--- src/common/gsl_defs.svh ---
// Constants of the gray-shade column loader
`ifndef GSL_DEFS_SVH
`define GSL_DEFS_SVH

// ----------------------------------------------------------------
// Geometry
// ----------------------------------------------------------------
`define GSL_COLUMNS       32
`define GSL_CODE_W        7

// ----------------------------------------------------------------
// Pin sampling vector, bit positions
// ----------------------------------------------------------------
`define GSL_PIN_W         13
`define GSL_PIN_SC        0
`define GSL_PIN_LC        1
`define GSL_PIN_CC        2
`define GSL_PIN_DIR       3
`define GSL_PIN_TA        4
`define GSL_PIN_TB        5
`define GSL_PIN_BUS_LO    6
`define GSL_PIN_BUS_HI    12

// ----------------------------------------------------------------
// Counts and reset values
// ----------------------------------------------------------------
`define GSL_CNT_MAX       7'h7f
`define GSL_EXIT_EDGES    2'h2
`define GSL_CODE_RST      7'h00

`endif

--- src/common/gsl_pkg.sv ---
// Types of the gray-shade column loader
package gsl_pkg;

    // Loading sequencer states, one-hot
    typedef enum logic [2:0] {
        GSL_IDLE = 3'b001,
        GSL_LOAD = 3'b010,
        GSL_PASS = 3'b100
    } gsl_load_state_type;

endpackage : gsl_pkg

--- src/core/gsl_loader.sv ---
// Gray-shade column loader: token loading and level conversion logic
//
// Functional notes
// - Loading of shade codes into the latch sets starts only while the entry token is present.
// - Direction high: token enters port A, columns fill 1 up to 32.
// - First shift-clock rise with token loads first set, once per arrival.
// - Each later shift-clock edge, either polarity, loads the next set.
// - After the last column of the fill loads (32, or 1 going down), token is driven out on the exit port.
// - Direction low: enter port B, exit port A, fill 32 down to 1.
// - Transfer rise clears outputs and copies input latches to comparators.
// - Transfer fall starts the conversion phase.
// - Level count clock steps the 7-bit counter from 0 to 127.
// - During conversion each stored code is compared with the counter.
`timescale 1ns/1ps
`include "gsl_defs.svh"

module gsl_loader
    import gsl_pkg::*;
#(
    parameter int N_COLS = `GSL_COLUMNS,
    parameter int CODE_W = `GSL_CODE_W
)
(
    // Clock and reset
    input  wire logic                  mclk,
    input  wire logic                  resetn,
    // Controller pins
    input  wire logic                  column_shift_clock,
    input  wire logic                  transfer_strobe,
    input  wire logic                  level_count_clock,
    input  wire logic                  shift_dir,
    input  wire logic [CODE_W-1:0]     shade_code_bus,
    // Token pins, two-way
    input  wire logic                  token_port_a_in,
    output logic                       token_port_a_out,
    output logic                       token_port_a_oe,
    input  wire logic                  token_port_b_in,
    output logic                       token_port_b_out,
    output logic                       token_port_b_oe,
    // Column drive state
    output logic [N_COLS-1:0]          column_output,
    output logic [N_COLS-1:0]          channel_done,
    output logic [CODE_W-1:0]          level_count,
    output logic                       converting
);

    localparam int IDX_W = $clog2(N_COLS);
    localparam logic [IDX_W-1:0] LAST_IDX = IDX_W'(N_COLS - 1);

    // ----------------------------------------------------------------
    // Pin synchroniser and edge finder
    // ----------------------------------------------------------------
    logic [`GSL_PIN_W-1:0] pin_raw;
    logic [`GSL_PIN_W-1:0] sync1_r;
    logic [`GSL_PIN_W-1:0] sync2_r;
    logic [`GSL_PIN_W-1:0] prev_r;

    assign pin_raw = {shade_code_bus, token_port_b_in, token_port_a_in,
                      shift_dir, level_count_clock, transfer_strobe,
                      column_shift_clock};

    always_ff @(posedge mclk or negedge resetn)
    begin
        if (!resetn)
        begin
            sync1_r <= '0;
            sync2_r <= '0;
            prev_r  <= '0;
        end
        else
        begin
            sync1_r <= pin_raw;
            sync2_r <= sync1_r;
            prev_r  <= sync2_r;
        end
    end

    logic              sc_edge;
    logic              sc_rise;
    logic              lc_rise;
    logic              lc_fall;
    logic              cc_rise;
    logic              dir_s;
    logic              tok_in;
    logic [CODE_W-1:0] bus_s;

    assign sc_edge = sync2_r[`GSL_PIN_SC] ^ prev_r[`GSL_PIN_SC];
    assign sc_rise = sync2_r[`GSL_PIN_SC] & ~prev_r[`GSL_PIN_SC];
    assign lc_rise = sync2_r[`GSL_PIN_LC] & ~prev_r[`GSL_PIN_LC];
    assign lc_fall = ~sync2_r[`GSL_PIN_LC] & prev_r[`GSL_PIN_LC];
    assign cc_rise = sync2_r[`GSL_PIN_CC] & ~prev_r[`GSL_PIN_CC];
    assign dir_s   = sync2_r[`GSL_PIN_DIR];
    assign bus_s   = sync2_r[`GSL_PIN_BUS_HI:`GSL_PIN_BUS_LO];
    // Entry port follows direction
    assign tok_in  = dir_s ? sync2_r[`GSL_PIN_TA]
                           : sync2_r[`GSL_PIN_TB];

    // ----------------------------------------------------------------
    // Token sequencer
    // ----------------------------------------------------------------
    gsl_load_state_type st_r, st_nxt;
    logic [IDX_W-1:0]   lcnt_r, lcnt_nxt;
    logic [1:0]         ecnt_r, ecnt_nxt;
    logic               dir_r, dir_nxt;
    logic               consumed_r, consumed_nxt;
    logic               exit_a_r, exit_a_nxt;
    logic               exit_b_r, exit_b_nxt;
    logic               wr_en;
    logic [IDX_W-1:0]   wr_idx;

    always_comb
    begin
        st_nxt       = st_r;
        lcnt_nxt     = lcnt_r;
        ecnt_nxt     = ecnt_r;
        dir_nxt      = dir_r;
        consumed_nxt = consumed_r;
        exit_a_nxt   = exit_a_r;
        exit_b_nxt   = exit_b_r;
        wr_en        = 1'b0;
        wr_idx       = '0;
        // Arrival is re-armed once the entry token drops
        if (!tok_in)
            consumed_nxt = 1'b0;
        unique case (st_r)
            GSL_IDLE:
            begin
                if (tok_in && !consumed_r && sc_rise)
                begin
                    wr_en        = 1'b1;
                    wr_idx       = dir_s ? '0 : LAST_IDX;
                    dir_nxt      = dir_s;
                    lcnt_nxt     = IDX_W'(1);
                    consumed_nxt = 1'b1;
                    st_nxt       = GSL_LOAD;
                end
            end
            GSL_LOAD:
            begin
                if (sc_edge)
                begin
                    wr_en    = 1'b1;
                    wr_idx   = dir_r ? lcnt_r : LAST_IDX - lcnt_r;
                    lcnt_nxt = lcnt_r + IDX_W'(1);
                    if (lcnt_r == LAST_IDX)
                    begin
                        st_nxt     = GSL_PASS;
                        ecnt_nxt   = '0;
                        exit_a_nxt = ~dir_r;
                        exit_b_nxt = dir_r;
                    end
                end
            end
            GSL_PASS:
            begin
                // Exit token stands over the next chip's first rise
                if (sc_edge)
                begin
                    ecnt_nxt = ecnt_r + 2'h1;
                    if (ecnt_r + 2'h1 == `GSL_EXIT_EDGES)
                    begin
                        st_nxt     = GSL_IDLE;
                        exit_a_nxt = 1'b0;
                        exit_b_nxt = 1'b0;
                    end
                end
            end
        endcase
    end

    always_ff @(posedge mclk or negedge resetn)
    begin
        if (!resetn)
        begin
            st_r       <= GSL_IDLE;
            lcnt_r     <= '0;
            ecnt_r     <= '0;
            dir_r      <= 1'b1;
            consumed_r <= 1'b0;
            exit_a_r   <= 1'b0;
            exit_b_r   <= 1'b0;
        end
        else
        begin
            st_r       <= st_nxt;
            lcnt_r     <= lcnt_nxt;
            ecnt_r     <= ecnt_nxt;
            dir_r      <= dir_nxt;
            consumed_r <= consumed_nxt;
            exit_a_r   <= exit_a_nxt;
            exit_b_r   <= exit_b_nxt;
        end
    end

    assign token_port_a_out = exit_a_r;
    assign token_port_b_out = exit_b_r;
    assign token_port_a_oe  = ~dir_s;
    assign token_port_b_oe  = dir_s;

    // ----------------------------------------------------------------
    // Input latches, comparator latches and conversion
    // ----------------------------------------------------------------
    logic [N_COLS-1:0][CODE_W-1:0] lat_r, lat_nxt;
    logic [N_COLS-1:0][CODE_W-1:0] cmp_r, cmp_nxt;
    logic [N_COLS-1:0]             done_r, done_nxt;
    logic [N_COLS-1:0]             follow_r, follow_nxt;
    logic [CODE_W-1:0]             cnt_r, cnt_nxt;
    logic                          conv_r, conv_nxt;

    always_comb
    begin
        lat_nxt = lat_r;
        if (wr_en)
            lat_nxt[wr_idx] = bus_s;
    end

    always_comb
    begin
        cmp_nxt  = cmp_r;
        done_nxt = done_r;
        cnt_nxt  = cnt_r;
        conv_nxt = conv_r;
        if (lc_rise)
        begin
            cmp_nxt  = lat_r;
            done_nxt = '0;
            conv_nxt = 1'b0;
            cnt_nxt  = '0;
        end
        else
        begin
            if (lc_fall)
            begin
                conv_nxt = 1'b1;
                cnt_nxt  = '0;
            end
            else if (conv_r && cc_rise && cnt_r != `GSL_CNT_MAX)
                cnt_nxt = cnt_r + CODE_W'(1);
            // Reached channels latch and hold
            for (int i = 0; i < N_COLS; i++)
                if (conv_r && cnt_r == cmp_r[i])
                    done_nxt[i] = 1'b1;
        end
        follow_nxt = conv_nxt ? ~done_nxt : '0;
    end

    always_ff @(posedge mclk or negedge resetn)
    begin
        if (!resetn)
        begin
            lat_r    <= {N_COLS{`GSL_CODE_RST}};
            cmp_r    <= {N_COLS{`GSL_CODE_RST}};
            done_r   <= '0;
            follow_r <= '0;
            cnt_r    <= '0;
            conv_r   <= 1'b0;
        end
        else
        begin
            lat_r    <= lat_nxt;
            cmp_r    <= cmp_nxt;
            done_r   <= done_nxt;
            follow_r <= follow_nxt;
            cnt_r    <= cnt_nxt;
            conv_r   <= conv_nxt;
        end
    end

    assign column_output = follow_r;
    assign channel_done  = done_r;
    assign level_count   = cnt_r;
    assign converting    = conv_r;
endmodule : gsl_loader

--- config.mk ---
export PLATFORM = sky130hd
export DESIGN_NAME = gsl_loader
export DESIGN_NICKNAME = d
export VERILOG_FILES = /design/src/common/gsl_pkg.sv /design/src/core/gsl_loader.sv
export VERILOG_INCLUDE_DIRS = /design/src /design/src/common
export SDC_FILE = /design/constraint.sdc
export NUM_CORES = 1
export LEC_CHECK = 0
export ABC_AREA = 0
export BUFFER_PORTS_ARGS = -buffer_cell sky130_fd_sc_hd__buf_2
export CAP_MARGIN = 25
export CORE_MARGIN = 2
export CORE_UTILIZATION = 40
export CTS_CLUSTER_SIZE = 8
export DETAILED_ROUTE_END_ITERATION = 8
export PLACE_DENSITY = 0.59
export SYNTH_ARGS = -nofsm -noshare
export SYNTH_HDL_FRONTEND = slang
export SYNTH_SLANG_ARGS = --single-unit
--- constraint.sdc ---
create_clock -name mclk -period 3.77 [get_ports mclk]
set_input_delay 0.5655 -clock mclk [delete_from_list [all_inputs] [get_ports mclk]]
set_output_delay 0.5655 -clock mclk [all_outputs]
set_load 0.05 [all_outputs]
After elaboration in Yosys (flattened, before gate mapping)
Cells that the tools add are included.
{"block": "word_totals", "ff_bits": 563, "inputBits": 15, "out_inout_bits": 76, "word_cells": 260}
{"block": "classes", "n_addsub": 4, "order_cmp": 2, "eq_ne": 43, "mux": 75, "n_bitwise": 12, "n_reduce_logical": 46}
{"op": "bitwise mux 224 bit", "n": 1}
{"op": "== test 7 bit", "n": 32}
{"op": "2-to-1 mux 32 bit", "n": 2}
{"op": "2-to-1 mux 1 bit", "n": 46}
{"op": "logical AND 1 bit", "n": 37}
{"op": "demux 7 bit (select 5 bit)", "n": 1}
{"op": "NOT 32 bit", "n": 1}
{"op": "2-to-1 mux 5 bit", "n": 6}
{"op": "2-to-1 mux 7 bit", "n": 4}
{"op": "case mux 5 bit (2 select lines)", "n": 2}
{"op": "2-to-1 mux 3 bit", "n": 5}
{"op": "inequality test 2 bit, second input constant", "n": 5}
{"op": "AND reduction 5 bit", "n": 2}
{"op": "case mux 3 bit (3 select lines)", "n": 1}
{"op": "adder 7 x 1 -> 7 bit, second input constant", "n": 1}
{"op": "inequality test 7 bit, second input constant", "n": 1}
{"op": "less-than comparator 5 x 6 -> 1 bit, second input constant", "n": 1}
{"op": "2-to-1 mux 2 bit", "n": 3}
{"op": "NOT 1 bit", "n": 6}
{"op": "case mux 1 bit (2 select lines)", "n": 3}
{"op": "adder 5 x 1 -> 5 bit, second input constant", "n": 1}
{"op": "== test 5 bit, second input constant", "n": 1}
{"op": "greater-or-equal comparator 5 x 1 -> 1 bit, second input constant", "n": 1}
{"op": "subtractor 5 bit, first input constant", "n": 1}
{"op": "other kinds (14)", "n": 18}

Longest topological paths before layout
{"block": "depth", "depth_word": 10, "depth_mapped": 8}

Least setup slack after synthesis
No wires, ideal clock.
{"block": "synth_path", "path_kind": "reg-to-reg", "from": "reg sync2_r[0]", "to": "reg lat_r[112] (netlist name)", "setup_ns": 0.125, "t_arrival_ns": 2.510, "required_time_ns": 3.645, "slack_ns": 1.135, "stages_incl_launch_ff": 7, "cell_sequence": "dfrtp_1 ha_1 nor4b_4 nand2b_1 buf_2 nor4_4 mux2_2"}
{"block": "synth_via", "elab_chain_cells": 9, "elab_cells_between_ends": 15, "classes_between": "order compare (2); mux (9); bitwise (2); reduce/logical (2)"}
{"item": "start: declaration", "line_no": "gsl_loader.sv:55", "text": "logic [`GSL_PIN_W-1:0] sync2_r;"}
{"item": "start signal: assignment", "line_no": "gsl_loader.sv:73", "text": "sync2_r <= sync1_r;"}
{"item": "AND 1 bit", "line_no": "gsl_loader.sv:88", "text": "assign sc_rise = sync2_r[`GSL_PIN_SC] & ~prev_r[`GSL_PIN_SC];"}
{"item": "logical AND 1 bit", "line_no": "gsl_loader.sv:128", "text": "if (tok_in && !consumed_r && sc_rise)"}
{"item": "2-to-1 mux 5 bit", "line_no": "gsl_loader.sv:128"}
{"item": "case mux 5 bit (2 select lines)", "line_no": "gsl_loader.sv:125", "text": "unique case (st_r)"}
{"item": "less-than comparator 5 x 6 -> 1 bit (implied by the code) / greater-or-equal comparator 5 x 1 -> 1 bit (equally long branches)", "line_no": "gsl_loader.sv:214", "text": "lat_nxt[wr_idx] = bus_s;"}
{"item": "logical AND 1 bit (implied by the code)", "line_no": "gsl_loader.sv:214"}
{"item": "2-to-1 mux 7 bit (implied by the code)", "line_no": "gsl_loader.sv:214"}
{"item": "demux 7 bit (select 5 bit)", "line_no": "gsl_loader.sv:214"}
{"item": "bitwise mux 224 bit", "line_no": "gsl_loader.sv:214"}
{"item": "end signal: assignment", "line_no": "gsl_loader.sv:251", "text": "lat_r <= {N_COLS{`GSL_CODE_RST}};"}
{"item": "end signal: assignment", "line_no": "gsl_loader.sv:260", "text": "lat_r <= lat_nxt;"}
{"item": "end: declaration", "line_no": "gsl_loader.sv:203", "text": "logic [N_COLS-1:0][CODE_W-1:0] lat_r, lat_nxt;"}
Parallel ways exist; a longest one is shown, timed or not.
A chain may end at the register's enable or synchronous reset.

Worst setup path in the final report
{"block": "layout_path", "from": "reg sync2_r[0]", "to": "reg lat_r[125] (netlist name)"}
Same word-level chain as after synthesis.

==> metrics.cfg <==
[layout]
final_nets=1796
layout_commonest_cell=dfrtp_1
multiInputGateArea_um2=9260
drive_above_1_share_pct=39.4
nFillCells=5146
area_growth_pct=15.4
ff_latch_area_um2=14100
final_area_um2=27400
most-common-layout-cells=dfrtp_1 (546), mux2_2 (449), xor2_1 (199)
antennaDiodeCount=0
stdcell_count=2573

[job]
maxCapViolCount=0

[floorplanning]
start_util_pct=40.4
num_rows=89
die_h_um=248
design.core.area_um2=58900
dieWidth_um=248
die-area_um2=61400
num_io_pins=91

[sta]
slew_violations=0
hold_viol=0
finalSetupViolations=0
period_needed_ns=3.37
relSlewSlack_pct=25.7
rsz0062_at_grt=no
finalCritPeriodShare_pct=89.4
timing.fmax_mhz=297
worst_pin_slew_ns=1.11
finalWorstSetupSlack_ns=0.398
tns_ns=0
finalClockSkew_ns=0.0247

[global_route]
grt_overflow_total=0
antenna_found_initial=0
grt_max_degree=147
track_usage_pct=18.5
grt_util_met2_pct=30.2
grt_pass1_wl_um=86300
grtUsageMet3_pct=2.85
use_met1_pct=25.6
grt_pass1_vias=14347
grt_busiest_layer=met2

[pwr]
pwr_density_cell_nw_per_um2=805
p_leak_nw=13.3
max-vdd-ir-drop_v=0.000374

[placement]
dp_cells=2464
place_ws_ns=0.443
dp_hpwl_um=30700
placed_area_um2=25200
place.gp.congestion=0.752
io_buffers=90

[synth]
postSynthAreaPerCell_um2=14.2
netlist_instances=1674
yosysUniqueCellTypes=57
syn-num-nets=1696
netlist_area_um2=23800
yosysTopAreaCellShare_pct=59.0
synth_edf_count=0
yosysWarnings=0
synth-seq-area-share_pct=59.3
ys_seq_elements=563
yosysTopAreaCell=dfrtp_1
ys.flop_type=dfrtp_1
synthArstFlopShare_pct=100
ys_top_cells_by_area=dfrtp_1 (59%), mux2_2 (21%), xor2_1 (7.3%), clkbuf_1 (1.4%), xnor2_1 (1.3%)

[routing]
drt_wl_total_um=54800
detail-route-antenna-nets=0
first_pass_iters=4
vias_per_cell=5.20
drc=0
wl_per_cell_um=21.3
vias=13391
drt_iter0_markers=735

[worst_setup_path]
cp.arrival_ns=3.85
worstPathRequired_ns=4.25
critPathMaxFanout=13
worstSetupEndpointType=flop
critPathKind=reg2reg
startpoint_type=flop

[clocking]
clkLatencyLatePin_ns=0.61
clkSinkCount=563
cts_buffers=80
cts-resized-gates=0
root_buffer=clkbuf_16
cts_max_level=3
clk_pin_slew_ns=0.05
cts_tree=done
clk_path_buf_depth=3

[min_path]
hp-class=in2reg

[outcome]
status=complete, no violations

-- area by class of cell --
type / instances / share of cell area (%)
Sequential cell: 563 / 51.5
Multi-Input combinational cell: 997 / 33.7
Clock buffer: 105 / 7.95
Tap cell: 773 / 3.53
Timing Repair Buffer: 122 / 3.07
Inverter: 10 / 0.137
Clock inverter: 3 / 0.119
-- logic make-up after synthesis --
logic type / synth area share [%]
compound gates: 3.12
mux: 21.4
fa+ha+maj: 0.368
flops: 59.3
simple gates: 5.38
buf+inv: 1.86
xor+xnor: 8.66
-- flip-flops by register name, summed over array words and instances (netlist names) --
name	count
sync1_r	13
lat_r	224
dir_r	1
level_count	7
converting	1
channel_done	32
ecnt_r	2
st_r	3
lcnt_r	5
sync2_r	13
token_port_b_out	1
column_output	32
prev_r	3
cmp_r	224
token_port_a_out	1
consumed_r	1
-- what timing repair did --
| action | 4_1_cts | 5_1_grt |
|---|---|---|
| hold endpoints to repair | 37 | 0 |
| buffers inserted | 0 | 0 |
| hold buffers | 1 | 0 |
-- Yosys cell counts (5+ instances only) --
library cell	count
a21oi_1	13
nor4_4	5
o21ai_0	5
buf_1	9
inv_1	10
nor2_1	79
a41oi_1	32
clkbuf_1	86
and3_1	5
nor3_2	8
ha_1	7
a22o_1	6
nand2_1	13
mux2_2	449
xor2_1	199
buf_2	8
nor2b_1	5
xnor2_1	36
dfrtp_1	561
and2_1	32
nor4_1	32
-- worst paths after layout --
| path | start | endpoint | slack (ns) | cells past startpoint |
|---|---|---|---|---|
| worst max-delay path | sync2_r[0] | lat_r[125] | 0.40 | 5 |
| worst min-delay path | shade_code_bus[6] | sync1_r[12] | 0.06 | 1 |
| worst max register to register | sync2_r[0] | lat_r[125] | 0.40 | 5 |
| worst min register to register | sync1_r[3] | sync2_r[3] | 0.32 | 0 |
| max in group asynchronous | resetn | sync2_r[7] | 2.24 | 4 |
| min in group asynchronous | resetn | channel_done[8] | 0.44 | 2 |
-- worst max-delay path, stage by stage, from the launching register on --
cell      delay, ns
dfrtp_1        0.37
ha_1           0.39
nor4b_4        0.68
nand2b_1       0.64
nor3_2         0.74
mux2_2         0.41
-- through the flow --
stage / hold WS [ns] / total power, W / util [%]
2_1_floorplan: 0.270 / 0.0141 / -
3_3_place_gp: 0.332 / 0.0156 / 42.8
3_5_place_dp: 0.336 / 0.0158 / 42.8
6_report: 0.0648 / 0.0221 / 46.6
5_1_grt: 0.0455 / 0.0234 / 46.6
4_1_cts: 0.0257 / 0.0224 / 46.6
-- power by group --
part           leakage (nW)  switching [W]  total, W  internal, W
clock                  1.07        0.00249   0.00645      0.00397
sequential             7.24        0.00147   0.00984      0.00837
combinational          4.95        0.00300   0.00580      0.00280
-- per-layer routing --
layer / part of all wire [%] / up-vias
met5: 0 / -
met4: 1.4 / 0
met3: 3.7 / 60
met2: 48 / 200
met1: 47 / 7134
li1: - / 5997
No activity file was read; power rests on OpenSTA's default activity.
